<file path="config.mk">
export PLATFORM = sky130hd
export DESIGN_NAME = ctf_chip_test_regs
export DESIGN_NICKNAME = d
export VERILOG_FILES = /design/src/verilog/ctf_pkg.sv /design/src/verilog/ctf_chip_test_regs.sv
export SDC_FILE = /design/constraint.sdc
export NUM_CORES = 1
export LEC_CHECK = 0
export ABC_AREA = 1
export BUFFER_PORTS_ARGS = -buffer_cell sky130_fd_sc_hd__clkbuf_2
export CORE_ASPECT_RATIO = 0.5
export CORE_MARGIN = 10
export CORE_UTILIZATION = 42
export CTS_BUF_LIST = sky130_fd_sc_hd__clkbuf_8
export DETAILED_ROUTE_END_ITERATION = 10
export GPL_TIMING_DRIVEN = 0
export PLACE_DENSITY = 0.83
export SETUP_SLACK_MARGIN = 0.4
export SYNTH_ARGS = -nofsm -noshare
export SYNTH_HDL_FRONTEND = slang
export SYNTH_SLANG_ARGS = --single-unit
</file>
<file path="constraint.sdc">
create_clock -name core_clk -period 2.5 [get_ports core_clk]
set_clock_uncertainty 0.15 [all_clocks]
set_input_delay 0.75 -clock core_clk [delete_from_list [all_inputs] [get_ports core_clk]]
set_output_delay 0.75 -clock core_clk [all_outputs]
set_load 0.01 [all_outputs]
</file>
<file path="src/verilog/ctf_pkg.sv">
package ctf_pkg;

  // register indices; byte address is four times the index
  localparam logic [7:0] IDX_TEST_CONTROL_ZERO = 8'h18;
  localparam logic [7:0] IDX_FIFO_LANE_FLAGS = 8'h19;
  localparam logic [7:0] IDX_DMA_HANDSHAKE_STATUS = 8'h1A;
  localparam logic [7:0] IDX_REVISION_AND_FIFO_CONTROL = 8'h1B;
  localparam int ADDR_W = 12;

  // test_control_zero fields
  localparam int BIT_BURST_DISABLE = 7;
  localparam int BIT_SNOOP_CTL_HI = 6;
  localparam int BIT_SNOOP_CTL_LO = 5;
  localparam int BIT_FIFO_PARITY = 3;
  localparam int BIT_EVEN_HOST_PARITY = 2;
  localparam int BIT_TRANSFER_TYPE = 1;
  localparam logic [7:0] CTL0_WRITE_MASK = 8'hEE;
  localparam logic [7:0] CTL0_RESET = 8'h00;

  // revision_and_fifo_control fields
  localparam int REV_LSB = 4;
  localparam int BIT_FLUSH_FIFO = 3;
  localparam int BIT_CLEAR_FIFOS = 2;
  localparam int BIT_FETCH_PIN_MODE = 1;
  localparam int BIT_SNOOP_PIN_MODE = 0;
  localparam logic [3:0] CTL3_RESET = 4'h0;
  // value is arbitrary
  localparam logic [3:0] REVISION_DEFAULT = 4'h5;

  // dma_handshake_status fields
  localparam int BIT_DIRECTION = 7;
  localparam int BIT_SIGNAL_PROCESS = 6;
  localparam int BIT_TRUE_EOP = 2;
  localparam int BIT_DATA_REQUEST = 1;
  localparam int BIT_DATA_ACK = 0;

  typedef struct packed {
    logic [3:0] lane_empty_flags;
    logic [3:0] lane_full_flags;
    logic       dma_write_direction;
    logic       signal_process_flag;
    logic       true_end_of_process;
    logic       data_request_state;
    logic       data_ack_state_n;
  } ctf_dma_status_s;

  typedef struct packed {
    logic       bus_owner;
    logic       bus_mode_one;
    logic       host_cycle_request;
    logic       transfer_start_strobe;
    logic       last_bus_cycle;
    logic       global_high_z;
    logic       fetch_cycle;
    logic       fetch_opcode_phase;
    logic       burst_conditions_met;
  } ctf_bus_state_s;

endpackage

</file>
<file path="src/verilog/ctf_chip_test_regs.sv">
// Operation
// RQ1: burst disable bit blocks cache-line burst requests
// RQ2: snoop bits drive snoop pins while owning
// RQ3: written parity bit tags each pushed byte
// RQ4: even mode generates even parity when driving
// RQ5: even mode inverts parity across both paths
// RQ6: odd mode keeps odd parity, no inversion
// RQ7: transfer-type pin carries inverted bit, modes 2-4
// RQ8: four lane empty flags readable
// RQ9: four lane full flags readable
// RQ10: direction bit reads one for scsi-to-host
// RQ11: signal-process mirror; read clears original flag
// RQ12: data port read latches popped byte parity
// RQ13: true end of process readable, high active
// RQ14: data request readable, high active
// RQ15: data acknowledge readable, reads one inactive
// RQ16: four-bit fixed revision code readable
// RQ17: flush moves fifo; software clears bit
// RQ18: clear fifos pulses then self-clears
// RQ19: fetch mode set: pin only on opcode
// RQ20: fetch mode clear: pin on all fetch cycles
// RQ21: snoop mode: pins always driven except high-z
// RQ22: snoop pin 0 leads bus request, ends last strobe
// RQ23: direction high means scsi-to-host flush
// RQ24: read-only writes ignored; reserved bits stable
`timescale 1ns/10ps
module ctf_chip_test_regs #(
  parameter logic [3:0] REVISION = ctf_pkg::REVISION_DEFAULT
) (
  input  wire logic                        core_clk,
  input  wire logic                        rst,
  input  wire logic [ctf_pkg::ADDR_W-1:0]  paddr,
  input  wire logic                        psel,
  input  wire logic                        penable,
  input  wire logic                        pwrite,
  input  wire logic [31:0]                 pwdata,
  output logic      [31:0]                 prdata,
  output logic                             pready,
  output logic                             pslverr,
  output logic                             read_data_parity,
  input  wire ctf_pkg::ctf_dma_status_s    dma_status,
  input  wire ctf_pkg::ctf_bus_state_s     bus_state,
  input  wire logic                        fifo_port_read,
  input  wire logic                        fifo_bottom_parity,
  input  wire logic                        clear_fifos_done,
  input  wire logic                        scsi_parity_in,
  input  wire logic [7:0]                  host_data_in,
  input  wire logic                        host_parity_in,
  input  wire logic [7:0]                  master_write_data,
  output logic                             host_parity_out,
  output logic                             master_write_parity,
  output logic                             scsi_parity_out,
  output logic                             host_parity_error,
  output logic                             fifo_write_parity,
  output logic                             cache_burst_request,
  output logic                             snoop_hi_out,
  output logic                             snoop_hi_oe_n,
  output logic                             snoop_lo_out,
  output logic                             snoop_lo_oe_n,
  output logic                             bus_request_out,
  output logic                             transfer_type_out,
  output logic                             transfer_type_oe_n,
  output logic                             fetch_pin_n,
  output logic                             signal_process_clear,
  output logic                             flush_fifo,
  output logic                             flush_to_memory,
  output logic                             clear_fifos
);

  function automatic logic odd_parity(input logic [7:0] d);
    odd_parity = ~(^d);
  endfunction

  logic [7:0] ctl0;
  logic [3:0] ctl3;
  logic       popped_parity;
  logic       snoop_req;

  // bus decode
  wire        in_setup = psel & ~penable;
  wire        in_access = psel & penable;
  wire [7:0]  reg_index = paddr[9:2];
  wire        word_aligned = (paddr[1:0] == 2'b00) && (paddr[ctf_pkg::ADDR_W-1:10] == '0);
  wire        hit_ctl0 = word_aligned && (reg_index == ctf_pkg::IDX_TEST_CONTROL_ZERO);
  wire        hit_flags = word_aligned && (reg_index == ctf_pkg::IDX_FIFO_LANE_FLAGS);
  wire        hit_status = word_aligned && (reg_index == ctf_pkg::IDX_DMA_HANDSHAKE_STATUS);
  wire        hit_ctl3 = word_aligned && (reg_index == ctf_pkg::IDX_REVISION_AND_FIFO_CONTROL);
  wire        hit_any = hit_ctl0 | hit_flags | hit_status | hit_ctl3;
  wire        wr_done = in_access & pwrite & hit_any;
  wire        rd_done = in_access & ~pwrite & hit_any;
  wire        wr_ctl0 = wr_done & hit_ctl0;
  wire        wr_ctl3 = wr_done & hit_ctl3;

  // read views
  wire [7:0]  view_ctl0 = ctl0;
  wire [7:0]  view_flags = {dma_status.lane_empty_flags, dma_status.lane_full_flags}; // RQ8 RQ9
  wire [7:0]  view_status = {dma_status.dma_write_direction,     // RQ10
                             dma_status.signal_process_flag,     // RQ11
                             2'b00,                              // RQ24
                             popped_parity,                      // RQ12
                             dma_status.true_end_of_process,     // RQ13
                             dma_status.data_request_state,      // RQ14
                             dma_status.data_ack_state_n};       // RQ15
  wire [7:0]  view_ctl3 = {REVISION, ctl3};                      // RQ16
  wire [7:0]  read_byte = hit_ctl0  ? view_ctl0 :
                          hit_flags ? view_flags :
                          hit_status ? view_status :
                          hit_ctl3  ? view_ctl3 : 8'h00;
  wire        even_mode = ctl0[ctf_pkg::BIT_EVEN_HOST_PARITY];

  // zero-wait slave: answer in the first access cycle
  assign pready = 1'b1;
  assign pslverr = in_access & ~hit_any;

  always_ff @(posedge core_clk or posedge rst)
  begin
    if (rst)
    begin
      prdata <= 32'h0000_0000;
      read_data_parity <= 1'b1;
    end
    else if (in_setup & ~pwrite)
    begin
      prdata <= {24'h00_0000, read_byte};
      read_data_parity <= odd_parity(read_byte) ^ even_mode; // RQ4 RQ6
    end
  end

  // control register zero; reserved bits stay zero
  always_ff @(posedge core_clk or posedge rst)
  begin
    if (rst)
      ctl0 <= ctf_pkg::CTL0_RESET;
    else if (wr_ctl0)
      ctl0 <= pwdata[7:0] & ctf_pkg::CTL0_WRITE_MASK;
  end

  // control register three; revision field and the read-only flag and status registers ignore writes
  logic [3:0] next_ctl3;
  always_comb
  begin
    next_ctl3 = ctl3;
    if (clear_fifos_done)
      next_ctl3[ctf_pkg::BIT_CLEAR_FIFOS] = 1'b0; // RQ18
    if (wr_ctl3)
      next_ctl3 = pwdata[3:0]; // RQ24
  end

  always_ff @(posedge core_clk or posedge rst)
  begin
    if (rst)
      ctl3 <= ctf_pkg::CTL3_RESET;
    else
      ctl3 <= next_ctl3;
  end

  // parity of the byte leaving the fifo bottom
  always_ff @(posedge core_clk or posedge rst)
  begin
    if (rst)
      popped_parity <= 1'b0;
    else if (fifo_port_read)
      popped_parity <= fifo_bottom_parity; // RQ12
  end

  assign signal_process_clear = rd_done & hit_status; // RQ11
  assign fifo_write_parity = ctl0[ctf_pkg::BIT_FIFO_PARITY]; // RQ3
  assign flush_fifo = ctl3[ctf_pkg::BIT_FLUSH_FIFO]; // RQ17
  assign flush_to_memory = dma_status.dma_write_direction; // RQ23
  assign clear_fifos = ctl3[ctf_pkg::BIT_CLEAR_FIFOS]; // RQ18

  // parity sense: odd throughout unless even mode inverts at the host edge
  assign host_parity_out = scsi_parity_in ^ even_mode; // RQ5 RQ6
  assign scsi_parity_out = host_parity_in ^ even_mode; // RQ5 RQ6
  assign host_parity_error = (host_parity_in ^ even_mode) != odd_parity(host_data_in); // RQ5
  assign master_write_parity = odd_parity(master_write_data) ^ even_mode; // RQ4

  assign cache_burst_request = bus_state.burst_conditions_met
                               & ~ctl0[ctf_pkg::BIT_BURST_DISABLE]; // RQ1

  // snoop pins
  wire snoop_mode = ctl3[ctf_pkg::BIT_SNOOP_PIN_MODE];
  wire snoop_end = bus_state.transfer_start_strobe & bus_state.last_bus_cycle;
  wire next_snoop_req = bus_state.host_cycle_request & ~snoop_end;

  // bus request follows the snoop copy by one cycle so snoop pin 0 leads it
  always_ff @(posedge core_clk or posedge rst)
  begin
    if (rst)
    begin
      snoop_req <= 1'b0;
      bus_request_out <= 1'b0;
    end
    else
    begin
      snoop_req <= next_snoop_req; // RQ22
      bus_request_out <= next_snoop_req & snoop_req; // RQ22
    end
  end

  assign snoop_hi_out = ctl0[ctf_pkg::BIT_SNOOP_CTL_HI]; // RQ2 RQ21
  assign snoop_lo_out = snoop_mode ? snoop_req
                                   : ctl0[ctf_pkg::BIT_SNOOP_CTL_LO]; // RQ2 RQ21
  assign snoop_hi_oe_n = snoop_mode ? bus_state.global_high_z : ~bus_state.bus_owner; // RQ21
  assign snoop_lo_oe_n = snoop_mode ? bus_state.global_high_z : ~bus_state.bus_owner; // RQ2

  // transfer-type pin
  assign transfer_type_out = ~ctl0[ctf_pkg::BIT_TRANSFER_TYPE]; // RQ7
  assign transfer_type_oe_n = ~(bus_state.bus_owner & ~bus_state.bus_mode_one); // RQ7

  // fetch pin, active low
  wire fetch_active = bus_state.fetch_cycle
                      & (~ctl3[ctf_pkg::BIT_FETCH_PIN_MODE] | bus_state.fetch_opcode_phase);
  assign fetch_pin_n = ~fetch_active; // RQ19 RQ20
endmodule

</file>
[Yosys cells after proc, flatten, opt, wreduce, memory -nomap -nowiden]
Cells that the tools add are included.
Storage, ports and cells
  flip-flop bits (word level): 22
  bits in latches: 0
  RAM bits: 0
  memory bits (read-only): 0
  bits of input ports: 92
  output and inout bits: 53
  word-level logic and storage cells: 71
  memories: 0
Cells by class
  add/sub/neg operators: 0
  multipliers: 0
  div/mod/pow operators: 0
  magnitude comparators: 0
  equality and inequality tests: 5
  shift operators: 0
  multiplexer cells: 8
  bitwise operators: 39
  reduce and logical (&&, ||, !) cells: 11
Operators with widths (count)
  8-bit by 5-bit equality test with 1-bit output, second input constant: 4
  8-bit two-way mux: 3
  8-bit XOR reduction: 3
  1-bit bitwise AND: 17
  1-bit NOT: 14
  7-bit two-way mux: 1
  1-bit logical AND: 5
  2-bit logical NOT: 2
  1-bit OR: 4
  1-bit bitwise XOR: 4
  1-bit two-way mux: 3
  3-bit two-way mux: 1
  2-bit nonzero test: 1
  1-bit != test: 1

[Depth between registers and ports, before layout]
Gate-level depths: netlist (run 1).
  depth in word-level cells: 10
  depth in mapped cells: 18
  depth with buffers taken out: 18

[Worst setup path after synthesis (run 1)]
OpenSTA, ideal clock, no wires.
  path type: in2out
  start: input port paddr[9] in the netlist's numbering
  end: output port signal_process_clear
  arrival: 1.631 ns
  required time: 1.600 ns
  path slack: -0.031 ns
  cell stages on the path: 7
  buffers on the path: 0
  cells stage by stage: nor2_1 > nand2_2 > nor2_8 > nand2_1 > a31oi_4 > nand2_1 > inv_1
Between the ends
  word-level cells in the longest chain between the ends: 7
  elaborated cells between the ends (all ways): 13
  those cells by class: eq/ne: 4; bitwise: 5; reduce/logical: 4
Ends and longest elaborated chain
  start: declaration: RTL line ctf_chip_test_regs.sv:32  | input wire logic [ctf_pkg::ADDR_W-1:0] paddr,
  8-bit by 5-bit equality test with 1-bit output (on tied branches): RTL line ctf_chip_test_regs.sv:84, ctf_chip_test_regs.sv:85
  1-bit logical AND (on tied branches): RTL line ctf_chip_test_regs.sv:84, ctf_chip_test_regs.sv:85
  1-bit OR (3 in series): RTL line ctf_chip_test_regs.sv:88  | wire hit_any = hit_ctl0 | hit_flags | hit_status | hit_ctl3;
  1-bit bitwise AND: RTL line ctf_chip_test_regs.sv:90  | wire rd_done = in_access & ~pwrite & hit_any;
  1-bit bitwise AND *: RTL line ctf_chip_test_regs.sv:166  | assign signal_process_clear = rd_done & hit_status;
  end: declaration: RTL line ctf_chip_test_regs.sv:64  | output logic signal_process_clear,
Mark *: on every way between the ends. The rest lies on a longest branch, timed or not.

[Worst setup path after layout (run 1)]
  start: input port paddr[4] in the netlist's numbering
  end: output port signal_process_clear
Same word-level chain as after synthesis.

==> impl_results.md, run 1 <==
* Largest net degree at the start of global routing at 23
* CTS max path bufs at 2
* Antenna Cells at 0
* Number of synthesized register bits at 22
* Initial Util at 0.441
* CTS root buf: clkbuf_8
* DR vias at 2,327
* Top post-synthesis cells by area: dfrtp_1 (27%), nand2_1 (12%), buf_4 (10%), nand3_1 (8.9%), inv_1 (5.1%)
* CP endpoint kind: output pin
* Final net count at 512
* Post-synth top area cell: dfrtp_1
* Final antenna-violating net count at 0
* Layout area overhead at 61.1%
* CP bufs+invs at 4
* CP top delay family: simple AND/OR/NAND/NOR gates
* Avg Cell Area, Syn at 7.03 µm²
* First DRT Iteration DRCs at 249
* Failing checks: negative setup slack
* Crit start category: input port
* Via density per instance at 4.89
* Synth unique cells at 39
* Die height at 68.4 µm
* RR Startpoint: ctl0[2]
* Critical-path cell list: buf_6 > inv_6 > nand2_8 > nor3_4 > nand2_8 > a31oi_4 > nand2_2 > inv_2 > buf_6
* Top-level I/O count at 145
* Worst Hold Slack at 0.340 ns
* Total die area at 7990 µm²
* Power Density at 327 nW/µm²
* FFs w/ async S/R, synth at 1.00
* Num rows at 17
* Status: finished, violations left
* Crit path required time at 1.60 ns
* CTS tree: built
* CTS Buf Count at 3
* Setup WS post-layout at -0.289 ns
* Yosys warning count at 0
* DP HPWL at 5.07 mm
* Design Area, Final at 3170 µm²
* Post-synth EDFFs at 0
* Final wirelength at 7.09 mm
* Clock tree sinks at 22
* Slowest stage delay, CP at 0.37 ns
* Clock transition at the registers of the reported paths at 0.08 ns
* First-pass GRT wire length at 9.58 mm
* Hold path startpoint: read_data_parity
* Period utilization at 1.12
* Drc violations at 0
* Width of the die at 117 µm
* H-Tree Depth at 1
* Number of global-route vias before repair at 2,071
* Main synth FF type: dfrtp_1
* Final setup violation count at 5
* Crit path arrival time at 1.89 ns
* R2r setup slk at 0.76 ns
* I/O Buffers at 94
* Mapped Cells at 280
* Min Clock Period, post-route at 2.79 ns
* Kind of critical path: input port to output pin
* Pwr Total at 1.04 mW
* Worst-skew pair later-pin latency at 0.26 ns
* Core area at 4470 µm²
* Leak pwr at 1.82 nW
* Max Clk Rate at 359 MHz
* Placer congestion estimate at 0.886
* Synth top area share at 0.267
* Worst-margin pin slew at 0.843 ns
* Max cap viols at 0
* Pre-CTS setup slack at -0.376 ns
* Sequential-to-total area share from yosys stat at 0.280
* GRT Total Usage at 0.146
* Max-slew violations at 0
* Grt ovf at 0
* CTS Hold Buffers Added at 0
* Worst setup path start: paddr[4]
* HP Class: flop to flop
* CP max FO at 5
* Placed inst area at 2720 µm²
* Cell Area, Synth at 1970 µm²
* Unrepaired setup endpoints after global routing: yes
* Fraction of layout cells with a size suffix above 1 at 0.475
* Critical path's slowest cell: nor3_4
* Routed length per placed instance at 14.9 µm
* Peak VDD IR at 0.000201 V
* Initial DRT Pass Iterations at 5
* Initial antenna violation count at 0
* Final Hold Fails at 0
* Setup TNS at -0.413 ns
* Fill cells at 326
* Slew headroom at 0.438
[layer usage]
| layer | vias up | wire, µm | global-route usage | share of wire |
|---|---|---|---|---|
| met2 | 143 | 3470 | 0.268 | 0.49 |
| met1 | 1048 | 2690 | 0.165 | 0.38 |
| met3 | 16 | 810 | 0.0524 | 0.11 |
| li1 | 1120 | - | - | - |
| met4 | 0 | 116 | 0.0229 | 0.016 |
| met5 | - | 0 | 0 | 0 |
[where the power goes]
group / switching (mW) / total [mW] / internal [mW]
sequential: 0.00804 / 0.381 / 0.373
combinational: 0.163 / 0.326 / 0.163
clock: 0.116 / 0.330 / 0.214
total: 0.287 / 1.04 / 0.750
[path summary, 6_finish.rpt]
| path | endpoint | depth (start not counted) |
|---|---|---|
| max in group asynchronous | ctl3[0] | 2 |
| worst min-delay path | read_data_parity | 2 |
| min in group asynchronous | snoop_req | 2 |
| worst max register to register | read_data_parity | 12 |
| worst max-delay path | signal_process_clear | 9 |
| worst min register to register | read_data_parity | 2 |
[tightest hold or removal path: stages (launching register included)]
cell and delay, ns:
dfstp_2 0.37, nand2_1 0.06, nand2_1 0.06
[flip-flops by register name, summed over array words and instances (netlist names)]
| name | count |
|---|---|
| ctl3 | 4 |
| read_data_parity | 1 |
| ctl0 | 6 |
| prdata | 8 |
| bus_request_out | 1 |
| snoop_req | 1 |
| popped_parity | 1 |
[layout make-up]
type                       instances  area [µm²]  area share
multi-input combinational        214        1380       0.434
timing repair buffer             112         711       0.224
sequential                        22         553       0.174
buffer                            30         240      0.0757
inverter                          37         150      0.0473
tap                               57        71.3      0.0225
clock buffer                       3        41.3      0.0130
clock inverter                     1        30.0     0.00946
[through the flow]
stage	util	instances
3_3_place_gp	0.610	454
3_5_place_dp	0.610	454
6_report	0.710	476
5_1_grt	0.710	476
4_1_cts	0.659	465
2_1_floorplan	-	303
[kinds of logic after synthesis]
logic type | Yosys count | synth area share
AOI/OAI and AO/OA | 25 | 0.0807
DFF | 22 | 0.280
other | 2 | 0.00381
muxes | 5 | 0.0305
buffers and inverters | 67 | 0.187
xor gates and xnor gates | 18 | 0.0801
and+or+nand+nor | 141 | 0.337
[cell usage after synthesis (2+ instances only)]
library cell and count:
inv_2 7, nand3_2 2, nor2_2 3, nand4_1 4, nand2_2 5, nor2_1 20
buf_4 27, buf_6 2, conb_1 2, xor2_1 8, xnor2_1 10, dfrtp_1 21
nand2_1 65, o21ai_0 14, nand3_1 35, a21oi_1 2, a31oi_1 2, clkinv_1 2
mux2_1 3, inv_1 27
[what timing repair did]
item	in CTS	in global routing
pin swaps	16	15
endpoints found under the setup margin	12	17
buffers inserted	7	11
endpoints found under the hold margin	0	0
resized for setup	19	49
[placed cells by master (no fill, tap or decap), types with 2 or more instances in the layout]
| master | instances |
|---|---|
| xnor2_4 | 3 |
| buf_6 | 13 |
| o21ai_1 | 4 |
| nor2_1 | 16 |
| buf_2 | 4 |
| nand4_1 | 4 |
| inv_1 | 25 |
| nand3_1 | 34 |
| a21oi_1 | 2 |
| nand2_2 | 6 |
| clkbuf_8 | 4 |
| buf_8 | 5 |
| o21ai_0 | 9 |
| nor2_2 | 2 |
| nor2_4 | 6 |
| clkbuf_2 | 79 |
| conb_1 | 25 |
| dfrtp_1 | 20 |
| clkinv_1 | 2 |
| nand2_8 | 2 |
| nand3_4 | 2 |
| nand2_4 | 5 |
| a31oi_1 | 2 |
| buf_4 | 39 |
| xnor2_1 | 6 |
| inv_4 | 2 |
| mux2_4 | 5 |
| nand2_1 | 58 |
| xor2_1 | 7 |
| inv_2 | 6 |
Note: power is estimated with default switching activity, not from simulation.
==> run 2: changes to the inputs <==
--- a/config.mk
+++ b/config.mk
@@ -7,7 +7,7 @@
 export LEC_CHECK = 0
 export ABC_AREA = 1
 export BUFFER_PORTS_ARGS = -buffer_cell sky130_fd_sc_hd__clkbuf_2
-export CORE_ASPECT_RATIO = 0.5
+export CORE_ASPECT_RATIO = 0.9
 export CORE_MARGIN = 10
 export CORE_UTILIZATION = 42
 export CTS_BUF_LIST = sky130_fd_sc_hd__clkbuf_8
==> impl_results.md, run 2 (synthesized netlist as in run 1, its figures left out) <==
* Slowest stage delay, CP at 0.21 ns (was 0.37 ns)
* Num rows at 23 (was 17)
* Placed inst area at 2730 µm² (was 2720 µm²)
* I/O Buffers at 94 (unchanged)
* Core area at 4490 µm² (was 4470 µm²)
* CTS Hold Buffers Added at 0 (unchanged)
* Layout area overhead at 68.9% (was 61.1%)
* Largest net degree at the start of global routing at 23 (unchanged)
* Clock tree sinks at 22 (unchanged)
* CTS max path bufs at 2 (unchanged)
* RR Startpoint: ctl3[0] (was ctl0[2])
* Crit start category: input port (unchanged)
* Drc violations at 0 (unchanged)
* Crit path required time at 1.60 ns (about the same)
* Grt ovf at 0 (unchanged)
* Total die area at 7830 µm² (was 7990 µm²)
* Setup WS post-layout at -0.154 ns (was -0.289 ns)
* Period utilization at 1.06 (was 1.12)
* Crit path arrival time at 1.75 ns (was 1.89 ns)
* CTS Buf Count at 3 (unchanged)
* Max cap viols at 0 (unchanged)
* Max-slew violations at 0 (unchanged)
* Failing checks: negative setup slack (unchanged)
* Largest Register: prdata (unchanged)
* CP endpoint kind: output pin (unchanged)
* Worst-margin pin slew at 0.818 ns (was 0.843 ns)
* Final Hold Fails at 0 (unchanged)
* Hold path startpoint: read_data_parity (unchanged)
* CP top delay family: simple AND/OR/NAND/NOR gates (unchanged)
* Initial antenna violation count at 0 (unchanged)
* Max FFs per register at 8 (unchanged)
* Status: finished, violations left (unchanged)
* Critical-path cell list: buf_6 > inv_4 > nor2_4 > nand2_4 > nor2_8 > nand2_4 > a31oi_4 > nand2_2 > inv_2 > buf_6 (was buf_6 > inv_6 > nand2_8 > nor3_4 > nand2_8 > a31oi_4 > nand2_2 > inv_2 > buf_6)
* Clock transition at the registers of the reported paths at 0.08 ns (about the same)
* Peak VDD IR at 0.000293 V (was 0.000201 V)
* First-pass GRT wire length at 10.5 mm (was 9.58 mm)
* Commonest non-fill, non-tap cell in the layout: clkbuf_2 (unchanged)
* Routed length per placed instance at 15.6 µm (was 14.9 µm)
* CP max FO at 4 (was 5)
* CTS tree: built (unchanged)
* Power Density at 288 nW/µm² (was 327 nW/µm²)
* Placer congestion estimate at 0.829 (was 0.886)
* Unrepaired setup endpoints after global routing: yes (unchanged)
* Via density per instance at 4.88 (was 4.89)
* Antenna Cells at 0 (unchanged)
* Worst setup path start: paddr[6] (was paddr[4])
* Max Clk Rate at 377 MHz (was 359 MHz)
* Kind of critical path: input port to output pin (unchanged)
* Final net count at 516 (was 512)
* Die height at 85.0 µm (was 68.4 µm)
* Leak pwr at 1.87 nW (was 1.82 nW)
* Initial DRT Pass Iterations at 4 (was 5)
* DP HPWL at 5.17 mm (was 5.07 mm)
* Final antenna-violating net count at 0 (unchanged)
* Min Clock Period, post-route at 2.65 ns (was 2.79 ns)
* Most frequent cells in the layout: clkbuf_2 (78), nand2_1 (47), buf_4 (38) (was clkbuf_2 (79), nand2_1 (58), buf_4 (39))
* Largest registers: prdata x8, ctl0 x6, ctl3 x4 (unchanged)
* HP Class: flop to flop (unchanged)
* CP bufs+invs at 4 (unchanged)
* DR vias at 2,367 (was 2,327)
* Pwr Total at 0.957 mW (was 1.04 mW)
* Final wirelength at 7.59 mm (was 7.09 mm)
* H-Tree Depth at 1 (unchanged)
* Worst-skew pair later-pin latency at 0.26 ns (about the same)
* First DRT Iteration DRCs at 251 (was 249)
* Fraction of layout cells with a size suffix above 1 at 0.548 (was 0.475)
* Width of the die at 92.2 µm (was 117 µm)
* Design Area, Final at 3330 µm² (was 3170 µm²)
* CTS root buf: clkbuf_8 (unchanged)
* Critical path's slowest cell: a31oi_4 (was nor3_4)
* Top-level I/O count at 145 (unchanged)
* Number of global-route vias before repair at 2,302 (was 2,071)
* Initial Util at 0.439 (was 0.441)
* Final setup violation count at 4 (was 5)
* GRT Total Usage at 0.159 (was 0.146)
* Setup TNS at -0.319 ns (was -0.413 ns)
* Slew headroom at 0.454 (was 0.438)
## run 2: routing by layer
layer / wire [µm] / global-route usage / up-vias / part of all wire
met5: 0 / 0 / - / 0
met4: 236 / 0.0336 / 0 / 0.031
met3: 626 / 0.0519 / 25 / 0.083
met2: 4010 / 0.298 / 131 / 0.53
met1: 2720 / 0.169 / 1074 / 0.36
li1: - / - / 1137 / -
## run 2: area by class of cell
type | instances | area, µm²
fill | 329 | 1160
buffer | 30 | 244
timing repair buffer | 115 | 776
multi-input combinational | 215 | 1480
tap | 62 | 77.6
clock buffer | 4 | 55.1
inverter | 37 | 145
sequential | 22 | 553
## run 2: final timing paths
path	end	slack (ns)	cells past startpoint
max in group asynchronous	ctl3[0]	1.17	2
min	read_data_parity	0.32	2
min reg2reg	read_data_parity	0.32	2
max	signal_process_clear	-0.15	10
max reg2reg	read_data_parity	0.86	13
min in group asynchronous	prdata[1]	0.47	2
## run 2: stage by stage
| step | utilization | hold WS (ns) | worst slack, ns | std cells |
|---|---|---|---|---|
| 5_1_grt | 0.741 | 0.354 | -0.199 | 485 |
| 3_5_place_dp | 0.608 | 0.307 | -0.401 | 459 |
| 4_1_cts | 0.682 | 0.320 | -0.150 | 479 |
| 6_report | 0.741 | 0.322 | -0.154 | 485 |
| 3_3_place_gp | 0.608 | 0.306 | -0.394 | 459 |
| 2_1_floorplan | - | 0.303 | 0.0263 | 303 |
## run 2: power by group
group | total (mW) | switching, mW | internal [mW]
registers | 0.381 | 0.00796 | 0.373
logic | 0.323 | 0.161 | 0.162
clock network | 0.253 | 0.113 | 0.140
total | 0.957 | 0.282 | 0.676
## run 2: worst min-delay path, stage by stage (launching register included)
cell	delay [ns]
dfstp_2	0.37
nand2_1	0.06
nand2_1	0.05
## run 2: timing repair
| item | 4_1_cts | 5_1_grt |
|---|---|---|
| gates cloned | 2 | 0 |
| gates resized for setup | 36 | 61 |
| setup buffers | 14 | 6 |
| pin swaps | 25 | 31 |
| setup endpoints to repair | 12 | 17 |
